--- src/logic/fcd_defs.svh ---
`ifndef FCD_DEFS_SVH
`define FCD_DEFS_SVH
`define FCD_REG_CMD 4'h8
`define FCD_REG_STATUS 4'h8
`define FCD_REG_REQ 4'h9
`define FCD_REG_MASK_SR 4'hA
`define FCD_REG_MODE 4'hB
`define FCD_REG_CLR_PTR 4'hC
`define FCD_REG_TEMP 4'hD
`define FCD_REG_MCLR 4'hD
`define FCD_REG_CLR_MASK 4'hE
`define FCD_REG_MASK_ALL 4'hF
`define FCD_CMD_MEM2MEM 0
`define FCD_CMD_CH0_HOLD 1
`define FCD_CMD_COMPRESS 3
`define FCD_CMD_ROTATE 4
`define FCD_MODE_AUTO 2
`define FCD_MODE_DEC 3
`define FCD_MASK_RESET 4'hF
`define FCD_ADDR_CARRY_BIT 8
`endif

--- src/logic/fcd_pkg.sv ---
package fcd_pkg;
	typedef enum logic [1:0] {FCD_XFER_VERIFY, FCD_XFER_WRITE, FCD_XFER_READ, FCD_XFER_ILLEGAL} fcd_xfer_t;
	typedef enum logic [1:0] {FCD_MODE_DEMAND, FCD_MODE_SINGLE, FCD_MODE_BLOCK, FCD_MODE_CASCADE} fcd_mode_t;
	typedef enum logic [3:0] {
		FCD_S_IDLE, FCD_S_HOLD, FCD_S_LATCH, FCD_S_ADDR, FCD_S_EXT, FCD_S_WAIT, FCD_S_STROBE
	} fcd_state_t;
endpackage : fcd_pkg

--- src/logic/fcd_priority.sv ---
`timescale 1ns/100ps
`include "fcd_defs.svh"
module fcd_priority import fcd_pkg::*; #(
	parameter int CHANNELS = 4
) (
	input wire logic [CHANNELS-1:0] i_pending,
	input wire logic i_rotate,
	input wire logic [1:0] i_last,
	output logic o_any,
	output logic [1:0] o_winner
);
	// ==========================================
	// Priority encoder.
	always_comb begin
		logic [2:0] idx;
		o_any = 1'b0;
		o_winner = 2'h0;
		idx = 3'h0;
		for (int k = CHANNELS - 1; k >= 0; k--) begin
			if (i_rotate) begin
				idx = 3'(({1'b0, i_last} + 3'(k) + 3'h1) & 3'h3);
			end else begin
				idx = 3'(k);
			end
			if (i_pending[idx[1:0]]) begin
				o_any = 1'b1;
				o_winner = idx[1:0];
			end
		end
	end
endmodule : fcd_priority

--- src/logic/fcd_controller.sv ---
`timescale 1ns/100ps
`include "fcd_defs.svh"
module fcd_controller import fcd_pkg::*; #(
	parameter int CHANNELS = 4
) (
	input wire logic i_clock,
	input wire logic i_rst,
	input wire logic i_cs_n,
	input wire logic i_ior_n,
	input wire logic i_iow_n,
	input wire logic [3:0] i_addr,
	input wire logic [7:0] i_data,
	input wire logic [CHANNELS-1:0] i_channel_request,
	input wire logic i_bus_hold_grant,
	input wire logic i_ready,
	input wire logic i_end_of_process_n,
	input wire logic [7:0] i_mem_data,
	output logic [7:0] o_data,
	output logic o_data_oe,
	output logic [7:0] o_addr_low,
	output logic o_addr_oe,
	output logic o_bus_hold_request,
	output logic [CHANNELS-1:0] o_channel_acknowledge,
	output logic o_io_read_strobe_n,
	output logic o_io_write_strobe_n,
	output logic o_memory_read_strobe_n,
	output logic o_memory_write_strobe_n,
	output logic o_strobe_oe,
	output logic o_end_of_process_n,
	output logic o_end_of_process_oe,
	output logic o_upper_address_latch_strobe,
	output logic o_upper_address_drive_enable,
	output logic o_terminal_count,
	output logic o_wait_state
);
	// ==========================================
	// Pin synchronisers.
	logic [CHANNELS-1:0] req_s1_q, req_s2_q;
	logic cs_s1_q, cs_s2_q, ior_s1_q, ior_s2_q, iow_s1_q, iow_s2_q, rdy_s1_q, rdy_s2_q;
	logic grant_s1_q, grant_s2_q, eop_s1_q, eop_s2_q;
	logic [3:0] addr_s1_q, addr_s2_q;
	logic [7:0] data_s1_q, data_s2_q;
	always_ff @(posedge i_clock) begin
		if (i_rst) begin
			req_s1_q <= '0;
			req_s2_q <= '0;
			{cs_s1_q, cs_s2_q, ior_s1_q, ior_s2_q, iow_s1_q, iow_s2_q} <= 6'h3F;
			{rdy_s1_q, rdy_s2_q, grant_s1_q, grant_s2_q, eop_s1_q, eop_s2_q} <= 6'h33;
			addr_s1_q <= 4'h0;
			addr_s2_q <= 4'h0;
			data_s1_q <= 8'h00;
			data_s2_q <= 8'h00;
		end else begin
			req_s1_q <= i_channel_request;
			req_s2_q <= req_s1_q;
			{cs_s1_q, ior_s1_q, iow_s1_q, rdy_s1_q} <= {i_cs_n, i_ior_n, i_iow_n, i_ready};
			{cs_s2_q, ior_s2_q, iow_s2_q, rdy_s2_q} <= {cs_s1_q, ior_s1_q, iow_s1_q, rdy_s1_q};
			{grant_s1_q, eop_s1_q} <= {i_bus_hold_grant, i_end_of_process_n};
			{grant_s2_q, eop_s2_q} <= {grant_s1_q, eop_s1_q};
			addr_s1_q <= i_addr;
			addr_s2_q <= addr_s1_q;
			data_s1_q <= i_data;
			data_s2_q <= data_s1_q;
		end
	end

	// ==========================================
	// Programming access decode.
	fcd_state_t state_q;
	logic iow_d1_q, ior_d1_q, ptr_q;
	logic prog, wr_pulse, rd_pulse, mclr, chan_reg;
	logic [15:0] base_addr_q [CHANNELS], cur_addr_q [CHANNELS], base_cnt_q [CHANNELS], cur_cnt_q [CHANNELS];
	logic [5:0] mode_q [CHANNELS];
	logic [7:0] cmd_q, temp_q;
	logic [CHANNELS-1:0] mask_q, sreq_q, tc_q;
	logic [1:0] act_q, last_q;
	logic phase_q, eop_out_q;
	assign prog = !cs_s2_q && !o_bus_hold_request && state_q == FCD_S_IDLE;
	assign wr_pulse = prog && !iow_s2_q && iow_d1_q && ior_s2_q;
	assign rd_pulse = prog && !ior_s2_q && ior_d1_q && iow_s2_q;
	assign mclr = wr_pulse && i_addr_is(`FCD_REG_MCLR);
	assign chan_reg = !addr_s2_q[3];
	function automatic logic i_addr_is(input logic [3:0] a);
		i_addr_is = addr_s2_q == a;
	endfunction : i_addr_is
	always_ff @(posedge i_clock) begin
		if (i_rst) begin
			iow_d1_q <= 1'b1;
			ior_d1_q <= 1'b1;
		end else begin
			iow_d1_q <= iow_s2_q;
			ior_d1_q <= ior_s2_q;
		end
	end

	// Byte pointer.
	always_ff @(posedge i_clock) begin
		if (i_rst || mclr || (wr_pulse && i_addr_is(`FCD_REG_CLR_PTR))) begin
			ptr_q <= 1'b0;
		end else if ((wr_pulse || rd_pulse) && chan_reg) begin
			ptr_q <= !ptr_q;
		end
	end

	// ==========================================
	// Transfer events.
	logic xfer_done, ext_eop, tc_hit, end_svc, m2m, rd_half, ch0_hold;
	logic [15:0] step_addr, cur_a;
	logic [1:0] addr_ch, cnt_ch;
	fcd_mode_t act_mode;
	fcd_xfer_t act_xfer;
	assign m2m = cmd_q[`FCD_CMD_MEM2MEM] && act_q == 2'h0 && sreq_q[0];
	assign ch0_hold = cmd_q[`FCD_CMD_CH0_HOLD];
	assign rd_half = m2m && !phase_q;
	assign addr_ch = m2m ? (phase_q ? 2'h1 : 2'h0) : act_q;
	assign cnt_ch = m2m ? 2'h1 : act_q;
	assign act_mode = fcd_mode_t'(mode_q[act_q][5:4]);
	assign act_xfer = fcd_xfer_t'(mode_q[act_q][1:0]);
	assign cur_a = cur_addr_q[addr_ch];
	assign step_addr = mode_q[addr_ch][`FCD_MODE_DEC] ? cur_a - 16'h0001 : cur_a + 16'h0001;
	assign xfer_done = state_q == FCD_S_STROBE && (!m2m || phase_q);
	assign ext_eop = !eop_s2_q && state_q != FCD_S_IDLE && state_q != FCD_S_HOLD;
	assign tc_hit = xfer_done && cur_cnt_q[cnt_ch] == 16'h0000;
	assign end_svc = tc_hit || ext_eop;

	// ==========================================
	// Channel registers.
	for (genvar c = 0; c < CHANNELS; c++) begin : g_chan
		logic addr_step, cnt_step, auto_ld, sel;
		assign sel = chan_reg && addr_s2_q[2:1] == 2'(c);
		assign addr_step = state_q == FCD_S_STROBE && addr_ch == 2'(c) && !(m2m && c == 0 && ch0_hold);
		assign cnt_step = xfer_done && cnt_ch == 2'(c) && !tc_hit;
		assign auto_ld = end_svc && (act_q == 2'(c) || (m2m && c == 1)) && mode_q[c][`FCD_MODE_AUTO];
		always_ff @(posedge i_clock) begin
			if (i_rst) begin
				base_addr_q[c] <= 16'h0000;
				cur_addr_q[c] <= 16'h0000;
				base_cnt_q[c] <= 16'h0000;
				cur_cnt_q[c] <= 16'h0000;
				mode_q[c] <= 6'h00;
			end else begin
				if (auto_ld) begin
					cur_addr_q[c] <= base_addr_q[c];
					cur_cnt_q[c] <= base_cnt_q[c];
				end else begin
					if (addr_step) begin
						cur_addr_q[c] <= step_addr;
					end
					if (cnt_step) begin
						cur_cnt_q[c] <= cur_cnt_q[c] - 16'h0001;
					end
				end
				if (wr_pulse && sel && !addr_s2_q[0]) begin
					if (ptr_q) begin
						base_addr_q[c][15:8] <= data_s2_q;
						cur_addr_q[c][15:8] <= data_s2_q;
					end else begin
						base_addr_q[c][7:0] <= data_s2_q;
						cur_addr_q[c][7:0] <= data_s2_q;
					end
				end
				if (wr_pulse && sel && addr_s2_q[0]) begin
					if (ptr_q) begin
						base_cnt_q[c][15:8] <= data_s2_q;
						cur_cnt_q[c][15:8] <= data_s2_q;
					end else begin
						base_cnt_q[c][7:0] <= data_s2_q;
						cur_cnt_q[c][7:0] <= data_s2_q;
					end
				end
				if (wr_pulse && i_addr_is(`FCD_REG_MODE) && data_s2_q[1:0] == 2'(c)) begin
					mode_q[c] <= {data_s2_q[7:6], data_s2_q[5:4], data_s2_q[3:2]};
				end
			end
		end
	end

	// ==========================================
	// Command, mask, request and status bits.
	always_ff @(posedge i_clock) begin
		if (i_rst || mclr) begin
			cmd_q <= 8'h00;
			mask_q <= `FCD_MASK_RESET;
			sreq_q <= '0;
			tc_q <= '0;
		end else begin
			if (wr_pulse && i_addr_is(`FCD_REG_CMD)) begin
				cmd_q <= data_s2_q;
			end
			if (wr_pulse && i_addr_is(`FCD_REG_MASK_SR)) begin
				mask_q[data_s2_q[1:0]] <= data_s2_q[2];
			end else if (wr_pulse && i_addr_is(`FCD_REG_MASK_ALL)) begin
				mask_q <= data_s2_q[3:0];
			end else if (wr_pulse && i_addr_is(`FCD_REG_CLR_MASK)) begin
				mask_q <= '0;
			end else if (end_svc && !mode_q[act_q][`FCD_MODE_AUTO]) begin
				mask_q[act_q] <= 1'b1;
			end
			if (wr_pulse && i_addr_is(`FCD_REG_REQ)) begin
				sreq_q[data_s2_q[1:0]] <= data_s2_q[2];
			end else if (end_svc) begin
				sreq_q[act_q] <= 1'b0;
			end
			if (end_svc) begin
				tc_q[cnt_ch] <= 1'b1;
			end else if (rd_pulse && i_addr_is(`FCD_REG_STATUS)) begin
				tc_q <= '0;
			end
		end
	end

	// ==========================================
	// Arbitration.
	logic [CHANNELS-1:0] pending;
	logic any_req;
	logic [1:0] winner;
	assign pending = (req_s2_q & ~mask_q) | sreq_q;
	fcd_priority #(.CHANNELS(CHANNELS)) u_priority (
		.i_pending(pending),
		.i_rotate(cmd_q[`FCD_CMD_ROTATE]),
		.i_last(last_q),
		.o_any(any_req),
		.o_winner(winner)
	);

	// ==========================================
	// Sequencer.
	logic carry;
	assign carry = step_addr[`FCD_ADDR_CARRY_BIT] != cur_a[`FCD_ADDR_CARRY_BIT];
	always_ff @(posedge i_clock) begin
		if (i_rst || mclr) begin
			state_q <= FCD_S_IDLE;
			act_q <= 2'h0;
			last_q <= 2'h3;
			phase_q <= 1'b0;
			temp_q <= 8'h00;
		end else begin
			unique case (state_q)
				FCD_S_IDLE: begin
					if (any_req && !grant_s2_q) begin
						state_q <= FCD_S_HOLD;
						act_q <= winner;
					end
				end
				FCD_S_HOLD: begin
					phase_q <= 1'b0;
					if (grant_s2_q) begin
						state_q <= FCD_S_LATCH;
					end
				end
				FCD_S_LATCH: begin
					state_q <= FCD_S_ADDR;
				end
				FCD_S_ADDR: begin
					if (!cmd_q[`FCD_CMD_COMPRESS] || m2m) begin
						state_q <= FCD_S_EXT;
					end else if (!rdy_s2_q) begin
						state_q <= FCD_S_WAIT;
					end else begin
						state_q <= FCD_S_STROBE;
					end
				end
				FCD_S_EXT: begin
					state_q <= rdy_s2_q ? FCD_S_STROBE : FCD_S_WAIT;
				end
				FCD_S_WAIT: begin
					if (rdy_s2_q) begin
						state_q <= FCD_S_STROBE;
					end
				end
				FCD_S_STROBE: begin
					if (rd_half) begin
						temp_q <= i_mem_data;
						phase_q <= 1'b1;
						state_q <= carry ? FCD_S_LATCH : FCD_S_ADDR;
					end else begin
						phase_q <= 1'b0;
						if (end_svc || act_mode == FCD_MODE_SINGLE || act_mode == FCD_MODE_CASCADE ||
							(act_mode == FCD_MODE_DEMAND && !req_s2_q[act_q] && !m2m)) begin
							state_q <= FCD_S_IDLE;
							last_q <= act_q;
						end else begin
							state_q <= carry ? FCD_S_LATCH : FCD_S_ADDR;
						end
					end
				end
				default: begin
					state_q <= FCD_S_IDLE;
				end
			endcase
			if (ext_eop && state_q != FCD_S_STROBE) begin
				state_q <= FCD_S_IDLE;
				last_q <= act_q;
			end
		end
	end

	// ==========================================
	// Output registers.
	logic working, strobe_on;
	assign working = state_q != FCD_S_IDLE && state_q != FCD_S_HOLD;
	assign strobe_on = state_q == FCD_S_STROBE || state_q == FCD_S_WAIT ||
		(state_q == FCD_S_EXT && !cmd_q[`FCD_CMD_COMPRESS]);
	always_ff @(posedge i_clock) begin
		if (i_rst) begin
			o_data <= 8'h00;
			eop_out_q <= 1'b0;
		end else begin
			if (rd_pulse) begin
				unique case (addr_s2_q)
					`FCD_REG_STATUS: o_data <= {req_s2_q, tc_q};
					`FCD_REG_TEMP: o_data <= temp_q;
					default: o_data <= addr_s2_q[0] ? (ptr_q ? cur_cnt_q[addr_s2_q[2:1]][15:8] :
						cur_cnt_q[addr_s2_q[2:1]][7:0]) : (ptr_q ? cur_addr_q[addr_s2_q[2:1]][15:8] :
						cur_addr_q[addr_s2_q[2:1]][7:0]);
				endcase
			end else if (state_q == FCD_S_HOLD && grant_s2_q) begin
				o_data <= cur_a[15:8];
			end else if (state_q == FCD_S_STROBE && carry && !m2m) begin
				o_data <= step_addr[15:8];
			end else if (m2m && phase_q) begin
				o_data <= temp_q;
			end
			eop_out_q <= tc_hit;
		end
	end

	assign o_data_oe = (!ior_s2_q && !cs_s2_q && prog) || (working && (state_q == FCD_S_LATCH || (m2m && phase_q)));
	assign o_addr_low = cur_a[7:0];
	assign o_addr_oe = working;
	assign o_bus_hold_request = state_q != FCD_S_IDLE;
	assign o_channel_acknowledge = working && !m2m ? CHANNELS'(1) << act_q : '0;
	assign o_io_read_strobe_n = !(strobe_on && !m2m && act_xfer == FCD_XFER_WRITE);
	assign o_io_write_strobe_n = !(strobe_on && !m2m && act_xfer == FCD_XFER_READ);
	assign o_memory_read_strobe_n = !(strobe_on && (m2m ? !phase_q : act_xfer == FCD_XFER_READ));
	assign o_memory_write_strobe_n = !(strobe_on && (m2m ? phase_q : act_xfer == FCD_XFER_WRITE));
	assign o_strobe_oe = working;
	assign o_end_of_process_n = !eop_out_q;
	assign o_end_of_process_oe = eop_out_q;
	assign o_upper_address_latch_strobe = state_q == FCD_S_LATCH;
	assign o_upper_address_drive_enable = working;
	assign o_terminal_count = eop_out_q;
	assign o_wait_state = state_q == FCD_S_WAIT;
endmodule : fcd_controller

--- config.mk ---
export PLATFORM = sky130hd
export DESIGN_NAME = fcd_controller
export DESIGN_NICKNAME = d
export VERILOG_FILES = /design/src/logic/fcd_pkg.sv /design/src/logic/fcd_priority.sv /design/src/logic/fcd_controller.sv
export VERILOG_INCLUDE_DIRS = /design/src /design/src/logic
export SDC_FILE = /design/constraint.sdc
export NUM_CORES = 1
export LEC_CHECK = 0
export BUFFER_PORTS_ARGS = -buffer_cell sky130_fd_sc_hd__buf_4
export CORE_MARGIN = 3
export CORE_UTILIZATION = 45
export CTS_CLUSTER_DIAMETER = 200
export DETAILED_ROUTE_END_ITERATION = 7
export GPL_TIMING_DRIVEN = 0
export HOLD_SLACK_MARGIN = 0.08
export SYNTH_ARGS = -nofsm -noshare
export SYNTH_HDL_FRONTEND = slang
export SYNTH_SLANG_ARGS = --single-unit
export TNS_END_PERCENT = 30
--- constraint.sdc ---
create_clock -name i_clock -period 4.9 [get_ports i_clock]
set_input_delay 0.245 -clock i_clock [delete_from_list [all_inputs] [get_ports i_clock]]
set_output_delay 0.245 -clock i_clock [all_outputs]
set_load 0.01 [all_outputs]
After elaboration in Yosys (flattened, before gate mapping):

Memory sizes are Yosys's and may differ from the RTL's. A register that Yosys moved wholly into a read port is not among the register bits.
Index checks and enable logic that the tools add are counted.

* register bits after elaboration: 90
* RAM bits: 280
* bits of input ports: 32
* output and inout port bits: 34
* word-level logic and storage cells: 537
* memories kept: 5

Memory list
* base_addr_q: words 4, bits a word 16, read ports 4, clocked after Yosys merged registers in 0, wr ports 4, line fcd_controller.sv:72 `logic [15:0] base_addr_q [CHANNELS], cur_addr_q [CHANNELS], base_cnt_q [CHANNELS], cur_cnt_q [CHANNELS];`
* base_cnt_q: words 4, bits a word 16, read ports 4, clocked after Yosys merged registers in 0, wr ports 4, line fcd_controller.sv:72
* cur_addr_q: words 4, bits a word 16, read ports 2, clocked after Yosys merged registers in 1, wr ports 4, line fcd_controller.sv:72
* cur_cnt_q: words 4, bits a word 16, read ports 6, clocked after Yosys merged registers in 1, wr ports 4, line fcd_controller.sv:72
* mode_q: words 4, bits a word 6, read ports 6, clocked after Yosys merged registers in 1, wr ports 4, line fcd_controller.sv:73 `logic [5:0] mode_q [CHANNELS];`

* add/sub/neg operators: 12
* $lt $le $gt $ge: 10
* equal/unequal tests: 40
* shift-type cells: 1
* mux-type cells: 232
* bitwise logic cells: 59
* reduce and logical (&&, ||, !) cells: 146

Operator list (count)
* 8-bit two-way mux: 39
* 16-bit two-way mux: 17
* 1-bit two-way mux: 125
* 1-bit logical AND: 90
* 16-bit by 1-bit subtractor with 16-bit output, second input constant: 5
* 1-bit OR: 52
* 4-bit two-way mux: 12
* 2-bit two-way mux: 22
* 4-bit == test, second input constant: 8
* 4-bit one-hot mux with 7 select lines: 1
* 2-bit == test, second input constant: 12
* 6-bit two-way mux: 4
* 1-bit zero test: 21
* 2-bit by 3-bit less-than comparator with 1-bit output, second input constant: 7
* 16-bit by 1-bit adder with 16-bit output, second input constant: 1
* 16-bit zero test: 1
* 8-bit one-hot mux with 2 select lines: 1
* 2-bit by 1-bit == test with 1-bit output, second input constant: 7
* 1-bit logical OR: 14
* 4-bit by 3-bit == test with 1-bit output, second input constant: 3
* 2-bit zero test: 6
* 4-bit OR: 3
* 4-bit nonzero test: 3
* 1-bit binary-select mux with 2-bit select: 5
* other kinds (21): 41

Logic depth before layout (Yosys ltp):

* depth after elaboration: 16
* mapped depth: 20

Hierarchy:

Synthesis repeated with hierarchy kept, for this count alone.

* cell total of the unflattened synthesis: 1689
* area, all modules: 19187.2 um^2

Modules (own cells, without submodules)
* fcd_controller: times used 1, cells each 1657, area each 18983.2 um^2
* fcd_priority: times used 1, cells each 32, area each 203.9 um^2

Least setup slack after synthesis:

OpenSTA, ideal clock, no wires.

* kind: reg2reg
* start: register phase_q
* end: register o_data[3]
* setup time: 0.087 ns
* arrival: 4.652 ns
* setup slack: 0.161 ns
* stages on the path, launching flop included: 20
* buffers on the path: 6
* clock period less this slack: 4.739 ns
* cell sequence: dfxtp_1 > clkbuf_1 > a31oi_1 > clkbuf_1 > clkbuf_1 > buf_1 > mux2i_1 > nand2_1 > and2_1 > inv_1 > fa_1 > nor2b_1 > o2111ai_1 > and4_1 > a2111o_1 > clkbuf_1 > mux2i_1 > clkbuf_1 > mux2_2 > o31ai_1

* word-level cells in the longest chain between the ends: 11

RTL lines
* start: declaration: line fcd_controller.sv:77 `logic phase_q, eop_out_q;`
* start signal: assignment: line fcd_controller.sv:235 `phase_q <= 1'b0;`
* start signal: assignment: line fcd_controller.sv:246 `phase_q <= 1'b0;`
* start signal: assignment: line fcd_controller.sv:274 `phase_q <= 1'b1;`
* 1-bit two-way mux *: line fcd_controller.sv:115 `assign addr_ch = m2m ? (phase_q ? 2'h1 : 2'h0) : act_q;`
* 2-bit two-way mux *: line fcd_controller.sv:115
* memory 4 x 16 bit *
* net o_addr_low[1]: line fcd_controller.sv:20 `output logic [7:0] o_addr_low,`
* 16-bit by 1-bit adder with 16-bit output / 16-bit by 1-bit subtractor with 16-bit output (equally long branches): line fcd_controller.sv:120 `` assign step_addr = mode_q[addr_ch][`FCD_MODE_DEC] ? cur_a - 16'h0001 : cur_a + 16'h0001; ``
* 16-bit two-way mux *: line fcd_controller.sv:120
* 1-bit != test: line fcd_controller.sv:229 `` assign carry = step_addr[`FCD_ADDR_CARRY_BIT] != cur_a[`FCD_ADDR_CARRY_BIT]; ``
* 1-bit logical AND (2 in a row): line fcd_controller.sv:319 `end else if (state_q == FCD_S_STROBE && carry && !m2m) begin`
* 8-bit two-way mux: line fcd_controller.sv:319
* 8-bit two-way mux: line fcd_controller.sv:317 `end else if (state_q == FCD_S_HOLD && grant_s2_q) begin`
* 8-bit two-way mux: line fcd_controller.sv:309 `if (rd_pulse) begin`
* end signal: assignment: line fcd_controller.sv:311 `` `FCD_REG_STATUS: o_data <= {req_s2_q, tc_q}; ``
* end signal: assignment: line fcd_controller.sv:318 `o_data <= cur_a[15:8];`
* end signal: assignment: line fcd_controller.sv:320 `o_data <= step_addr[15:8];`
* end: declaration: line fcd_controller.sv:18 `output logic [7:0] o_data,`

Mark *: on every way through the listed nets, which the timed path passes. The rest lies on a longest branch.
A chain may end at the register's enable or synchronous reset.

==> results.cfg <==
[setup_path]
critPathKind = flip-flop to flip-flop
critPathRequiredTime_ns = 5.22
worstSetupEndpointType = flip-flop
critPathArrivalTime_ns = 5.06
critical_path.startpoint_type = flip-flop
critPathMaxFanout = 10

[clock_network]
cts.clk_slew.worst_paths_ns = 0.06
cts_made_buffers = 42
clock_latency_ns = 0.57
h-tree-depth = 2
cts_tree = done
clk_path_buf_depth = 3
cts.sinks = 370
cts-root-buf = clkbuf_16

[die]
ioPinCount = 66
die_w_um = 212
start_util_pct = 46.2
core-area_mm2 = 0.0414
die_y_um = 212
die_area_mm2 = 0.0450
placementRows = 74

[global_routing]
grt_pass1_wl_um = 95500
grt_max_degree = 17
grt_pass1_vias = 14600
antenna_found_initial = 4
grt_use_total_pct = 29.0
grt-ovfl-total = 0

[detailed_routing]
drt_iter0_drc = 1625
dr.pass1.iters = 7
via_per_inst = 6.19
wl_per_cell_um = 26.8
vias = 15200
route.detailed.drc = 0
ant_nets = 0
wl_um = 65800

[place]
post-dp-hpwl_um = 48500
globalplace.congestion = 0.993
pre_cts_ws_ns = -1.77
port_buffers = 65

[logic_synthesis]
synth_edf_count = 280
yosysUniqueCellTypes = 80
async_flop_share_pct = 0
ys_seq_elements = 370
netlist_area_mm2 = 0.0191
ys.flop_type = edfxtp_1
syn_inst = 1742
ys_warn_count = 0
syn_nets = 1793
avgSynthCellArea_um2 = 11.0
ys_seq_area_share_pct = 53.4

[power]
power_density_mw_per_mm2 = 330
ir_drop_mv = 0.263
power_leakage_nw = 8.38

[final_layout]
fill_cells = 3656
diodes = 0
drive_gt1_share_pct = 14.8
final_cell_mix = 280 x edfxtp_1, 179 x nor2_1, 155 x and2_1
nets = 1942
final_common_cell = edfxtp_1
area_delta_synth_final_pct = 16.3

[timing]
min_period_ns = 4.74
slew_viol_final = 0
fmax_mhz = 211
worst_slack_ns = 0.157
post-route-period-util_pct = 96.8
skew_ns = 0.0155
finalSetupViolCount = 0
fin_hold_ws_ns = 0.405
hold_viol = 0
worstMarginPinSlew_ns = 1.40
relSlewSlack_pct = 5.64

[status]
outcome = completed

[flow_run]
drv_cap = 0

[min_path]
hold_class = primary input to flip-flop
## cell type report
type                            instances  area (µm²)  area share [%]
Timing Repair Buffer                  109         886            3.98
Sequential cell                       370       10200            45.9
Buffer                                 95         464            2.09
Inverter                               26        97.6           0.439
Multi-Input combinational cell       1247        8450            38.0
Clock inverter                         20         169           0.759
Tap cell                              532         666            2.99
Clock buffer                           57        1300            5.83
## worst max-delay path: stages, from the launching register on
cell and delay (ns):
dfxtp_4 0.47, buf_4 0.27, clkbuf_4 0.29, clkbuf_4 0.27, clkbuf_4 0.29, a21oi_1 0.17, ha_1 0.38, a21oi_1 0.14
o21ai_0 0.12, a311oi_1 0.57, o221ai_1 0.29, xnor2_1 0.85, nor2_1 0.11, a211o_1 0.26
## layer usage
metal / up-vias / GRT usage (%) / share of wire [%] / routed length, µm
li1: 6794 / - / - / -
met1: 7503 / 40.5 / 42 / 27900
met2: 766 / 44.4 / 44 / 29000
met3: 135 / 5.99 / 9.6 / 6300
met4: 0 / 11.4 / 4.0 / 2660
met5: - / 0 / 0 / 0
## registers in the layout (all words and copies together), names as in the netlist, 4 cells and up, named ones only
register,cells
addr_s1_q,4
cur_cnt_q,64
base_cnt_q,64
mode_q,24
o_data,8
sreq_q,4
req_s2_q,4
req_s1_q,4
data_s2_q,8
data_s1_q,8
base_addr_q,64
temp_q,8
cmd_q,4
addr_s2_q,4
tc_q,4
cur_addr_q,64
mask_q,4
## repair_timing
action	4_1_cts	5_1_grt
cloned	0	0
pin swaps	1	3
endpoints found under the hold margin	30	0
setup endpoints to repair	57	12
resized for setup	33	9
hold buffers	30	0
buffers inserted	1	7
## worst paths after layout
check | from | to | slack, ns | depth (start not counted)
worst min register to register | ior_s1_q$_SDFF_PP1_ | ior_s2_q$_SDFF_PP1_ | 0.41 | 1
worst max register to register | act_q[1]$_SDFFE_PP0P_ | cur_addr_q[1][9]$_DFFE_PP_ | 0.16 | 13
worst min-delay path | i_rst | cur_cnt_q[3][15]$_DFFE_PP_ | 0.41 | 3
worst max-delay path | act_q[1]$_SDFFE_PP0P_ | cur_addr_q[1][9]$_DFFE_PP_ | 0.16 | 13
## cells in the mapped netlist (31+ instances only)
cell type | instances | area share, %
o21ai_0 | 113 | 3.0
mux4_2 | 43 | 5.1
nor2b_1 | 57 | 1.9
edfxtp_1 | 280 | 44
clkbuf_1 | 66 | 1.3
dfxtp_1 | 90 | 9.4
mux2i_1 | 31 | 1.6
nand2_1 | 91 | 1.8
nor2_1 | 181 | 3.6
a211o_1 | 69 | 3.2
and2_1 | 156 | 5.1
a21oi_1 | 128 | 3.3
xnor2_1 | 46 | 2.1
## per-stage QoR
step | cells | cell area (µm²) | util (%) | power, mW | setup TNS, ns
2_1_floorplan | 1742 | 19100 | - | 3.83 | 0
3_3_place_gp | 2339 | 20300 | 49.0 | 4.03 | -56.70
3_5_place_dp | 2345 | 20300 | 49.1 | 4.04 | -57.72
4_1_cts | 2449 | 22200 | 53.6 | 7.35 | 0
5_1_grt | 2456 | 22300 | 53.8 | 7.52 | -0.00349
6_report | 2456 | 22300 | 53.8 | 7.35 | 0
## where the power goes
| group | total (mW) | switching [mW] | internal, mW |
|---|---|---|---|
| Clock | 3.34 | 1.36 | 1.98 |
| Sequential | 3.54 | 0.0740 | 3.46 |
| Combinational | 0.479 | 0.308 | 0.172 |
## kinds of logic (layout without fill, tap and decap cells)
logic type / Yosys count / after routing / synth area share, %
mux: 78 / 78 / 6.92
simple gates: 658 / 658 / 18.3
xor+xnor: 69 / 69 / 3.16
flops: 370 / 370 / 53.4
fa+ha+maj: 19 / 19 / 1.28
compound gates: 423 / 423 / 14.2
buf+inv: 125 / 307 / 2.82
Note: power is estimated with default switching activity, not from simulation.
